File: config.mk
export PLATFORM = sky130hd
export DESIGN_NAME = output_gate_and_lock_status
export DESIGN_NICKNAME = d
export VERILOG_FILES = /design/src/outgate_pkg.sv /design/src/output_gate_and_lock_status.sv
export SDC_FILE = /design/constraint.sdc
export NUM_CORES = 1
export LEC_CHECK = 0
export ABC_AREA = 1
export BUFFER_PORTS_ARGS = -buffer_cell sky130_fd_sc_hd__clkbuf_2
export CAP_MARGIN = 10
export CORE_MARGIN = 2
export CORE_UTILIZATION = 46
export DETAILED_ROUTE_END_ITERATION = 7
export HOLD_SLACK_MARGIN = 0.12
export PLACE_DENSITY = 0.67
export SLEW_MARGIN = 20
export SYNTH_ARGS = -nofsm -noshare
export SYNTH_HDL_FRONTEND = slang
export SYNTH_SLANG_ARGS = --single-unit
export TNS_END_PERCENT = 5
File: constraint.sdc
create_clock -name i_clk -period 3.3 [get_ports i_clk]
set_clock_uncertainty 0.05 [all_clocks]
set_input_delay 0.495 -clock i_clk [delete_from_list [all_inputs] [get_ports i_clk]]
set_output_delay 0.495 -clock i_clk [all_outputs]
set_load 0.02 [all_outputs]
File: src/outgate_pkg.sv
// Package: register map, field layout and types for the output gate and lock status bank
package outgate_pkg;

  // ----------------------------------------------------------------
  // Register offsets on the configuration port
  // ----------------------------------------------------------------
  localparam logic [7:0] DIFF_EN_ADDR  = 8'hB0;
  localparam logic [7:0] SE_EN_ADDR    = 8'hB1;
  localparam logic [7:0] STOP_ADDR     = 8'hB8;
  localparam logic [7:0] STATUS_ADDR   = 8'hB9;
  localparam logic [7:0] CLEAR_ADDR    = 8'hBA;

  // ----------------------------------------------------------------
  // Reset values and field layout
  // ----------------------------------------------------------------
  localparam logic [7:0] DIFF_EN_RST   = 8'h00;
  localparam logic [7:0] SE_EN_RST     = 8'h00;
  localparam logic [7:0] STOP_RST      = 8'h00;
  localparam logic [1:0] STICKY_RST    = 2'h3;
  localparam logic [7:0] CLEAR_RST     = 8'h00;
  localparam int         SE_OUTS       = 4;
  localparam int         DIFF_OUTS     = 8;
  localparam int         SYNTHS        = 2;
  localparam int         HALT_W        = 2;

  // Halt selections of one clock-stop field
  localparam logic [1:0] HALT_LOW      = 2'h2;
  localparam logic [1:0] HALT_HIGH     = 2'h3;

  // Register access request from the configuration port
  typedef struct packed {
    logic       wr;
    logic [7:0] addr;
    logic [7:0] wdata;
  } reg_req_s;

endpackage : outgate_pkg

File: src/output_gate_and_lock_status.sv
// Module: output enables, glitch-free clock stop and sticky lock-loss flags
// --------------------------------------------------------------------------
// Overview of operation
// [RULE_01] Bit n of the single-ended enable register enables single-ended output n.
// [RULE_02] A zero enable bit puts its single-ended output driver into high impedance.
// [RULE_03] The stop register holds four two-bit fields, bits 1:0 to 7:6 for clocks zero to three.
// [RULE_04] Field values 00 and 01 leave the clock running continuously.
// [RULE_05] Field value 10 stops the clock at its falling edge and holds it low.
// [RULE_06] Field value 11 stops the clock at its rising edge and holds it high.
// [RULE_07] Status bit 0 is a sticky flag set on synthesizer zero lock loss, held until cleared.
// [RULE_08] Status bit 1 and clear bit 1 do the same for synthesizer one.
// [RULE_09] Both sticky flags are set on reset regardless of the lock state.
// [RULE_10] While clear bit 0 is high the synthesizer zero flag is cleared.
// [RULE_11] Software returns each clear bit to zero after clearing its flag.
// [RULE_12] Software treats a flag seen high after clearing as a genuine lock loss.
// [RULE_13] Each differential enable bit enables its output when one and tristates it when zero.
// [RULE_14] The clear is a level; a lock loss sets the flag again only once the clear returns low.
// [RULE_15] A stop or restart takes effect only at the selected edge, so no runt pulse appears.
// --------------------------------------------------------------------------
`timescale 1ns/1ps
`default_nettype none

module output_gate_and_lock_status (
  input  wire  logic                             i_clk,
  input  wire  logic                             i_reset,
  input  wire  outgate_pkg::reg_req_s            i_req,
  input  wire  logic                             i_req_valid,
  input  wire  logic [outgate_pkg::SE_OUTS-1:0]  i_src_clk,
  input  wire  logic [outgate_pkg::SYNTHS-1:0]   i_lock,
  output logic [7:0]                             o_rdata,
  output logic [outgate_pkg::SE_OUTS-1:0]        o_clk_out,
  output logic [outgate_pkg::SE_OUTS-1:0]        o_clk_oe,
  output logic [outgate_pkg::DIFF_OUTS-1:0]      o_diff_oe
);
  import outgate_pkg::*;

  // --------------------------------------------------------------
  // Registers and synchronisers
  // --------------------------------------------------------------
  logic [7:0]          se_en_r;
  logic [7:0]          stop_r;
  logic [7:0]          clear_r;
  logic [7:0]          diff_en_r;
  logic [SYNTHS-1:0]   sticky_r;
  logic [SYNTHS-1:0]   lock_m_r;
  logic [SYNTHS-1:0]   lock_s_r;
  logic [SYNTHS-1:0]   lock_d_r;
  logic [SE_OUTS-1:0]  src_m_r;
  logic [SE_OUTS-1:0]  src_s_r;
  logic [SE_OUTS-1:0]  src_d_r;
  logic [SE_OUTS-1:0]  halted_r;
  logic [SE_OUTS-1:0]  halted_nxt;
  logic [SE_OUTS-1:0]  out_nxt;
  logic [SYNTHS-1:0]   sticky_nxt;
  logic [SYNTHS-1:0]   lock_fall;
  logic [7:0]          rdata_nxt;
  logic                wr_se;
  logic                wr_stop;
  logic                wr_clear;
  logic                wr_diff;

  // Address decode of the configuration port
  assign wr_se    = i_req_valid && i_req.wr && (i_req.addr == SE_EN_ADDR);
  assign wr_stop  = i_req_valid && i_req.wr && (i_req.addr == STOP_ADDR);
  assign wr_clear = i_req_valid && i_req.wr && (i_req.addr == CLEAR_ADDR);
  assign wr_diff  = i_req_valid && i_req.wr && (i_req.addr == DIFF_EN_ADDR);

  // Read mux; unmapped addresses read zero, reserved enable bits read back as written
  assign rdata_nxt = (i_req.addr == SE_EN_ADDR)   ? se_en_r   :
                     (i_req.addr == STOP_ADDR)    ? stop_r    :
                     (i_req.addr == STATUS_ADDR)  ? {6'h00, sticky_r} :
                     (i_req.addr == CLEAR_ADDR)   ? clear_r   :
                     (i_req.addr == DIFF_EN_ADDR) ? diff_en_r : 8'h00;

  // Configuration registers
  always_ff @(posedge i_clk) begin
    if (i_reset) begin
      se_en_r   <= SE_EN_RST;
      stop_r    <= STOP_RST;
      clear_r   <= CLEAR_RST;
      diff_en_r <= DIFF_EN_RST;
      o_rdata   <= 8'h00;
    end else begin
      if (wr_se)    se_en_r   <= i_req.wdata;
      if (wr_stop)  stop_r    <= i_req.wdata;
      if (wr_clear) clear_r   <= i_req.wdata;
      if (wr_diff)  diff_en_r <= i_req.wdata;
      if (i_req_valid && !i_req.wr) o_rdata <= rdata_nxt;
    end
  end

  // --------------------------------------------------------------
  // Lock-loss detection
  // --------------------------------------------------------------
  // Lock and source clocks arrive from other domains: two flops first
  always_ff @(posedge i_clk) begin
    lock_m_r <= i_lock;
    lock_s_r <= lock_m_r;
    lock_d_r <= lock_s_r;
    src_m_r  <= i_src_clk;
    src_s_r  <= src_m_r;
    src_d_r  <= src_s_r;
  end

  // A loss is the falling edge of the synchronised lock level
  assign lock_fall = lock_d_r & ~lock_s_r;

  // Clear held high dominates; loss events re-arm once it drops
  assign sticky_nxt = (sticky_r | lock_fall) & ~clear_r[SYNTHS-1:0];  // RULE_07 RULE_08 RULE_10 RULE_14

  always_ff @(posedge i_clk) begin
    if (i_reset) begin
      sticky_r <= STICKY_RST;  // RULE_09
    end else begin
      sticky_r <= sticky_nxt;
    end
  end

  // --------------------------------------------------------------
  // Clock stop and output gating, one slice per output
  // --------------------------------------------------------------
  genvar g;
  generate
    for (g = 0; g < SE_OUTS; g++) begin : g_out
      logic [HALT_W-1:0] sel;
      logic              halt_req;
      logic              at_edge;
      assign sel      = stop_r[g*HALT_W +: HALT_W];  // RULE_03
      assign halt_req = sel[1];  // RULE_04
      // Falling edge for hold-low, rising edge for hold-high
      assign at_edge  = sel[0] ? (src_s_r[g] & ~src_d_r[g]) : (~src_s_r[g] & src_d_r[g]);
      // Move toward the request only on the selected edge, never between edges
      assign halted_nxt[g] = (halt_req != halted_r[g] && at_edge) ?
                             halt_req : halted_r[g];  // RULE_15
      // Halted level equals the selected edge's landing level, so no runt is made
      assign out_nxt[g] = halted_r[g] ? sel[0] : src_s_r[g];  // RULE_05 RULE_06
    end
  endgenerate

  // Halt state of all slices in one process, so no vector has several writers
  always_ff @(posedge i_clk) begin
    if (i_reset) begin
      halted_r <= '0;
    end else begin
      halted_r <= halted_nxt;
    end
  end

  // Output flops
  always_ff @(posedge i_clk) begin
    if (i_reset) begin
      o_clk_out <= '0;
      o_clk_oe  <= '0;
      o_diff_oe <= '0;
    end else begin
      o_clk_out <= out_nxt;
      o_clk_oe  <= se_en_r[SE_OUTS-1:0];  // RULE_01 RULE_02
      o_diff_oe <= diff_en_r;  // RULE_13
    end
  end
endmodule : output_gate_and_lock_status

`default_nettype wire
==> impl_metrics.yaml, run 1 <==
detailed_routing:
  ant_nets: 0
  drt_iter0_markers: 160
  vias: 2342
  drt-pass1-iter-count: 4
  wl_per_cell_um: 12.1
  wirelength_um: 5860
  drc: 0
  viasPerCell: 4.85
floorplanning:
  rows: 29
  core_area_mm2: 0.00624
  die_area_mm2: 0.00702
  die_y_um: 83.8
  start_util: 0.469
  die_w_um: 83.8
  io_pins: 50
cells_and_area:
  n_antenna_cell: 0
  final_core_util: 0.552
  n_fill_cell: 581
  drive_gt1_frac: 0.192
  syn2layout_area_growth_pct: 17.6
  nets: 428
  final_area_mm2: 0.00344
place:
  placed_area_mm2: 0.00320
  numPortBuffers: 49
  pre_cts_ws_ps: 1130
  gp_congestion: 0.826
  hpwl_um: 4190
global_routing:
  antenna_found_initial: 0
  grt_max_degree: 43
  grt_usage: 0.183
  overflow: 0
  grt_pass1_vias: 2209
  grt_pass1_wl_um: 10100
timing:
  worst_pin_slew_ps: 996
  tns_ps: 0
  max_slew_margin: 0.335
  fmax_mhz: 555
  slew_violations: 0
  rsz0062_at_grt: "false"
  hold_viol: 0
  setup_slack_ps: 1500
  finalCritPeriodShare: 0.546
  fin_crit_ps: 1800
  setup_viol: 0
power:
  power.total_mw: 1.93
  swShare: 0.213
  netSwitchingPower_uw: 412
  power_frac_seq: 0.515
  leakagePower_nw: 1.51
  power_density_mw_per_mm2: 560
  intPower_mw: 1.52
  pwr-share-clk: 0.439
  combPwrFrac: 0.046
  peakVddDrop_mv: 0.402
hold_path:
  min_path_cells: 1
  hold_path.class: "in2reg"
clocking:
  cts_made_buffers: 9
  path_clk_slew_ps: 80
  cts_tree: "done"
  post_cts_buffers: 0
  cts_resized: 0
  root_buffer: "clkbuf_8"
  ctsHtreeMaxLevel: 3
  postCtsHoldBufs: 0
  clk_latency_ps: 350
  numClockSinks: 80
  clockBufferDepth: 2
yosys:
  syn_inst: 353
  yosys.area.top_type: "dfxtp_1"
  synth_cell_types: 20
  synth_area_leaders: "dfxtp_1 (55%), o21ai_0 (8.4%), a21oi_1 (8.2%)"
  syn_area_mm2: 0.00293
  ys_ff_latch: 80
  ys_seq_area_frac: 0.547
  synth.avg_cell_area_um2: 8.30
  yosys_warnings: 0
  syn_nets: 379
  synth_top_area_share: 0.547
job:
  drv_cap: 0
outcome:
  status: "finished clean"
critical_path:
  worstPathRequired_ps: 3530
  worst_ep_arrival_time_ps: 2030
  critPathKind: "in2reg"
  crit_path_max_fanout: 42
  worstRegToRegCells: 5
  critPathCaptureType: "register"
  startpoint_type: "primary input"
area by class of cell:
cell class | instances | area, um^2 | share of cell area
timing repair buffer | 49 | 245 | 0.0712
sequential | 80 | 1600 | 0.465
clock buffer | 9 | 124 | 0.0360
tap | 77 | 96.3 | 0.0280
multi-input combinational | 206 | 1050 | 0.305
clock inverter | 6 | 115 | 0.0334
inverter | 56 | 210 | 0.0610
cells in the final DEF (no fill, tap or decap):
cell type and n:
o21ai_0 49, nand2_1 35, nand3_2 3, nor2_4 4
bufinv_16 3, nand3_1 28, clkbuf_8 9, a21o_1 3
nor2_8 1, nand2_2 3, nor2_1 20, clkbuf_2 49
o21bai_1 2, dfxtp_1 80, clkinvlp_4 1, o21ai_1 1
inv_6 2, inv_1 54, inv_2 2, nand4_2 1
a21oi_1 48, nand4_1 8
registers in the layout, indices dropped and copies added, names as in the netlist, 8 cells and up:
register   cells
o_rdata        8
clear_r        8
stop_r         8
diff_en_r      8
se_en_r        8
o_diff_oe      8
synth_stat cells (all sizes together):
master and n:
nand2 38, a21oi 48, o21bai 2, nor2 25, nand4 9, a21o 3, inv 56, dfxtp 80
o21ai 50, buf 5, nand3 31, clkbuf 6
path summary, 6_finish.rpt:
check,start,to,slack (ps)
setup / recovery,i_reset,se_en_r[1],1500
hold / removal,i_src_clk[3],src_m_r[3],180
setup reg to reg,stop_r[4],halted_r[2],2170
hold reg to reg,lock_m_r[1],lock_s_r[1],280
power by group through the flow:
| stage | clock (mW) | sequential (mW) | combinational (mW) |
|---|---|---|---|
| floorplan | 0 | 1.02 | 0.0534 |
| global placement | 0 | 1.01 | 0.0871 |
| detailed placement | 0 | 1.02 | 0.0888 |
| CTS | 0.870 | 0.993 | 0.0892 |
| global route | 0.914 | 0.995 | 0.0996 |
| finish | 0.847 | 0.993 | 0.0885 |
metrics by stage:
step | instances | hold slack (ps)
2_1_floorplan | 353 | 260
3_3_place_gp | 468 | 261
3_5_place_dp | 468 | 266
4_1_cts | 483 | 164
5_1_grt | 483 | 147
6_report | 483 | 184
cells by family after synthesis:
| group | count (synthesis) | share of synthesized area |
|---|---|---|
| and+or+nand+nor | 103 | 0.179 |
| AOI/OAI and AO/OA | 103 | 0.180 |
| DFF | 80 | 0.547 |
| buffers and inverters | 67 | 0.0944 |
worst max-delay path, cell delays in order:
cell and delay, ps:
clkbuf_2 250, inv_1 800, o21ai_0 280, a21oi_1 180
routing by layer:
| layer | wire [um] | global-route usage |
|---|---|---|
| met3 | 302 | 0.0712 |
| met1 | 2920 | 0.235 |
| met2 | 2590 | 0.279 |
| met5 | 0 | 0 |
| met4 | 59 | 0.0660 |
Note: power is estimated with default switching activity, not from simulation.
==> inputs of run 2 (changes only) <==
--- a/config.mk
+++ b/config.mk
@@ -12,7 +12,7 @@
 export CORE_UTILIZATION = 46
 export DETAILED_ROUTE_END_ITERATION = 7
 export HOLD_SLACK_MARGIN = 0.12
-export PLACE_DENSITY = 0.67
+export PLACE_DENSITY = 0.7
 export SLEW_MARGIN = 20
 export SYNTH_ARGS = -nofsm -noshare
 export SYNTH_HDL_FRONTEND = slang
==> constraint.sdc (replaced) <==
create_clock -name i_clk -period 1.5 [get_ports i_clk]
set_clock_uncertainty 0.05 [all_clocks]
set_input_delay 0.225 -clock i_clk [delete_from_list [all_inputs] [get_ports i_clk]]
set_output_delay 0.225 -clock i_clk [all_outputs]
set_load 0.02 [all_outputs]
==> run 2 against run 1 <==
  * Global-route usage is 0.52 points lower
  * Combinational power grew to 2.6 times the previous value
  * Critical endpoint is now stop_r[3]
  * Worst setup slack worse by 1100 ps
  * Flip-flop and latch count stayed put
  * Clock power is 64% higher
  * Total power is 97% higher
  * Sequential share of layout area is 1.2 points lower
  * Clock-buffer cell count is 3 higher
  * Die area stayed put
  * First-iteration DRC count is 38% lower
  * Worst hold slack worse by 41 ps
==> impl_metrics.yaml, run 2 (same netlist as run 1, synthesis figures left out) <==
power:
  swShare: 0.229
  power_frac_seq: 0.573
  combPwrFrac: 0.060
  netSwitchingPower_uw: 872
  intPower_mw: 2.93
  pwr-share-clk: 0.366
  leakagePower_nw: 1.56
  power.total_mw: 3.81
  peakVddDrop_mv: 0.573
  power_density_mw_per_mm2: 1080
cells_and_area:
  final_cells: 500
  final_area_mm2: 0.00353
  nets: 445
  syn2layout_area_growth_pct: 20.7
  n_antenna_cell: 0
  drive_gt1_frac: 0.206
  mostFrequentLayoutCell: "dfxtp_1"
  mostFrequentLayoutCells: "dfxtp_1 (80), inv_1 (54), o21ai_0 (49), clkbuf_2 (49), a21oi_1 (48)"
place:
  numPortBuffers: 49
  place_inst: 478
  hpwl_um: 4240
  gp_congestion: 0.890
  pre_cts_ws_ps: -9.88
  placed_area_mm2: 0.00329
global_routing:
  antenna_found_initial: 0
  grt_pass1_vias: 2227
  grt_pass1_wl_um: 9940
  overflow: 0
  grt_usage: 0.177
  grt_max_degree: 43
detailed_routing:
  viasPerCell: 4.85
  wl_per_cell_um: 11.5
  ant_nets: 0
  drt_iter0_markers: 100
  drc: 0
  wirelength_um: 5770
  vias: 2426
  drt-pass1-iter-count: 4
floorplanning:
  core_area_mm2: 0.00624
  die_area_mm2: 0.00702
  die_y_um: 83.8
  rows: 29
  die_w_um: 83.8
  io_pins: 50
  start_util: 0.469
critical_path:
  critPathCaptureType: "register"
  worst_ep_arrival_time_ps: 1380
  startpoint_type: "primary input"
  critPathKind: "in2reg"
  worstPathRequired_ps: 1730
  worstPathCellList: "clkbuf_2 -> inv_1 -> nand2_1 -> nor2_4 -> nand3_2 -> inv_2 -> o21ai_0 -> a21oi_1"
  crit_slowest_cell: "nor2_4"
  max_stage_delay_ps: 270
  crit_path_max_fanout: 9
timing:
  slew_violations: 0
  finalCritPeriodShare: 0.767
  hold_viol: 0
  rsz0062_at_grt: "false"
  fmax_mhz: 869
  max_slew_margin: 0.815
  setup_viol: 0
  worst_pin_slew_ps: 277
  setup_slack_ps: 349
  fin_crit_ps: 1150
job:
  drv_cap: 0
clocking:
  clockBufferDepth: 2
  ctsHtreeMaxLevel: 3
  numClockSinks: 80
  path_clk_slew_ps: 70
  cts_made_buffers: 9
  clk_latency_ps: 340
  cts_tree: "done"
  root_buffer: "clkbuf_8"
hold_path:
  hold_path.class: "in2reg"
outcome:
  status: "finished clean"
==> run 2: cell types whose count changed in the layout (fill, tap and decap cells not counted), sizes merged <==
| cell | change |
|---|---|
| bufinv | -3 |
| dlygate4sd3 | +7 |
| buf | +10 |
| inv | -2 |
| clkinv | +2 |
| clkbuf | +3 |
==> run 2: final timing paths <==
check                end        from  cells past startpoint  slack, ps
max            stop_r[3]   i_req[10]                      8        350
min           se_en_r[3]    i_req[3]                      3        140
max reg2reg  halted_r[0]   stop_r[0]                      5        400
min reg2reg   src_s_r[2]  src_m_r[2]                      0        280
==> run 2: critical path, delay by kind of cell <==
kind	cells	cell delay, ps
AOI/OAI and AO/OA	2	210
and+or+nand+nor	3	640
buffers and inverters	3	310
==> run 2: layout make-up <==
type	count	area (um^2)
clock buffer	12	155
clock inverter	3	17.5
fill	588	2710
inverter	56	210
multi-input combinational	206	1050
sequential	80	1600
tap	77	96.3
timing repair buffer	66	403
==> run 2: per-layer routing <==
layer / up-vias / global-route usage / part of all wire
met5: - / 0 / 0
met2: 56 / 0.275 / 0.44
met4: 0 / 0.0806 / 0.020
met3: 12 / 0.0495 / 0.052
met1: 1063 / 0.230 / 0.48
li1: 1295 / - / -
==> run 2: repair_timing <==
action	CTS	global route
endpoints found under the hold margin	7	0
hold buffers	7	0
gates resized for setup	0	0
setup buffers	0	0
==> run 2: metrics by stage <==
stage / utilization / hold WS, ps / TNS [ps]
after floorplan: - / 203 / 0
after global placement: 0.527 / 260 / 0
after detailed placement: 0.527 / 262 / -11.0
after CTS: 0.566 / 121 / 0
after global routing: 0.566 / 142 / 0
final: 0.566 / 143 / 0
==> run 2: power by group through the flow <==
stage	logic [mW]	clock network (mW)	registers, mW
after floorplan	0.117	0	2.24
after global placement	0.212	0	2.23
after detailed placement	0.216	0	2.23
after CTS	0.230	1.44	2.18
after global routing	0.257	1.52	2.19
final	0.229	1.39	2.18
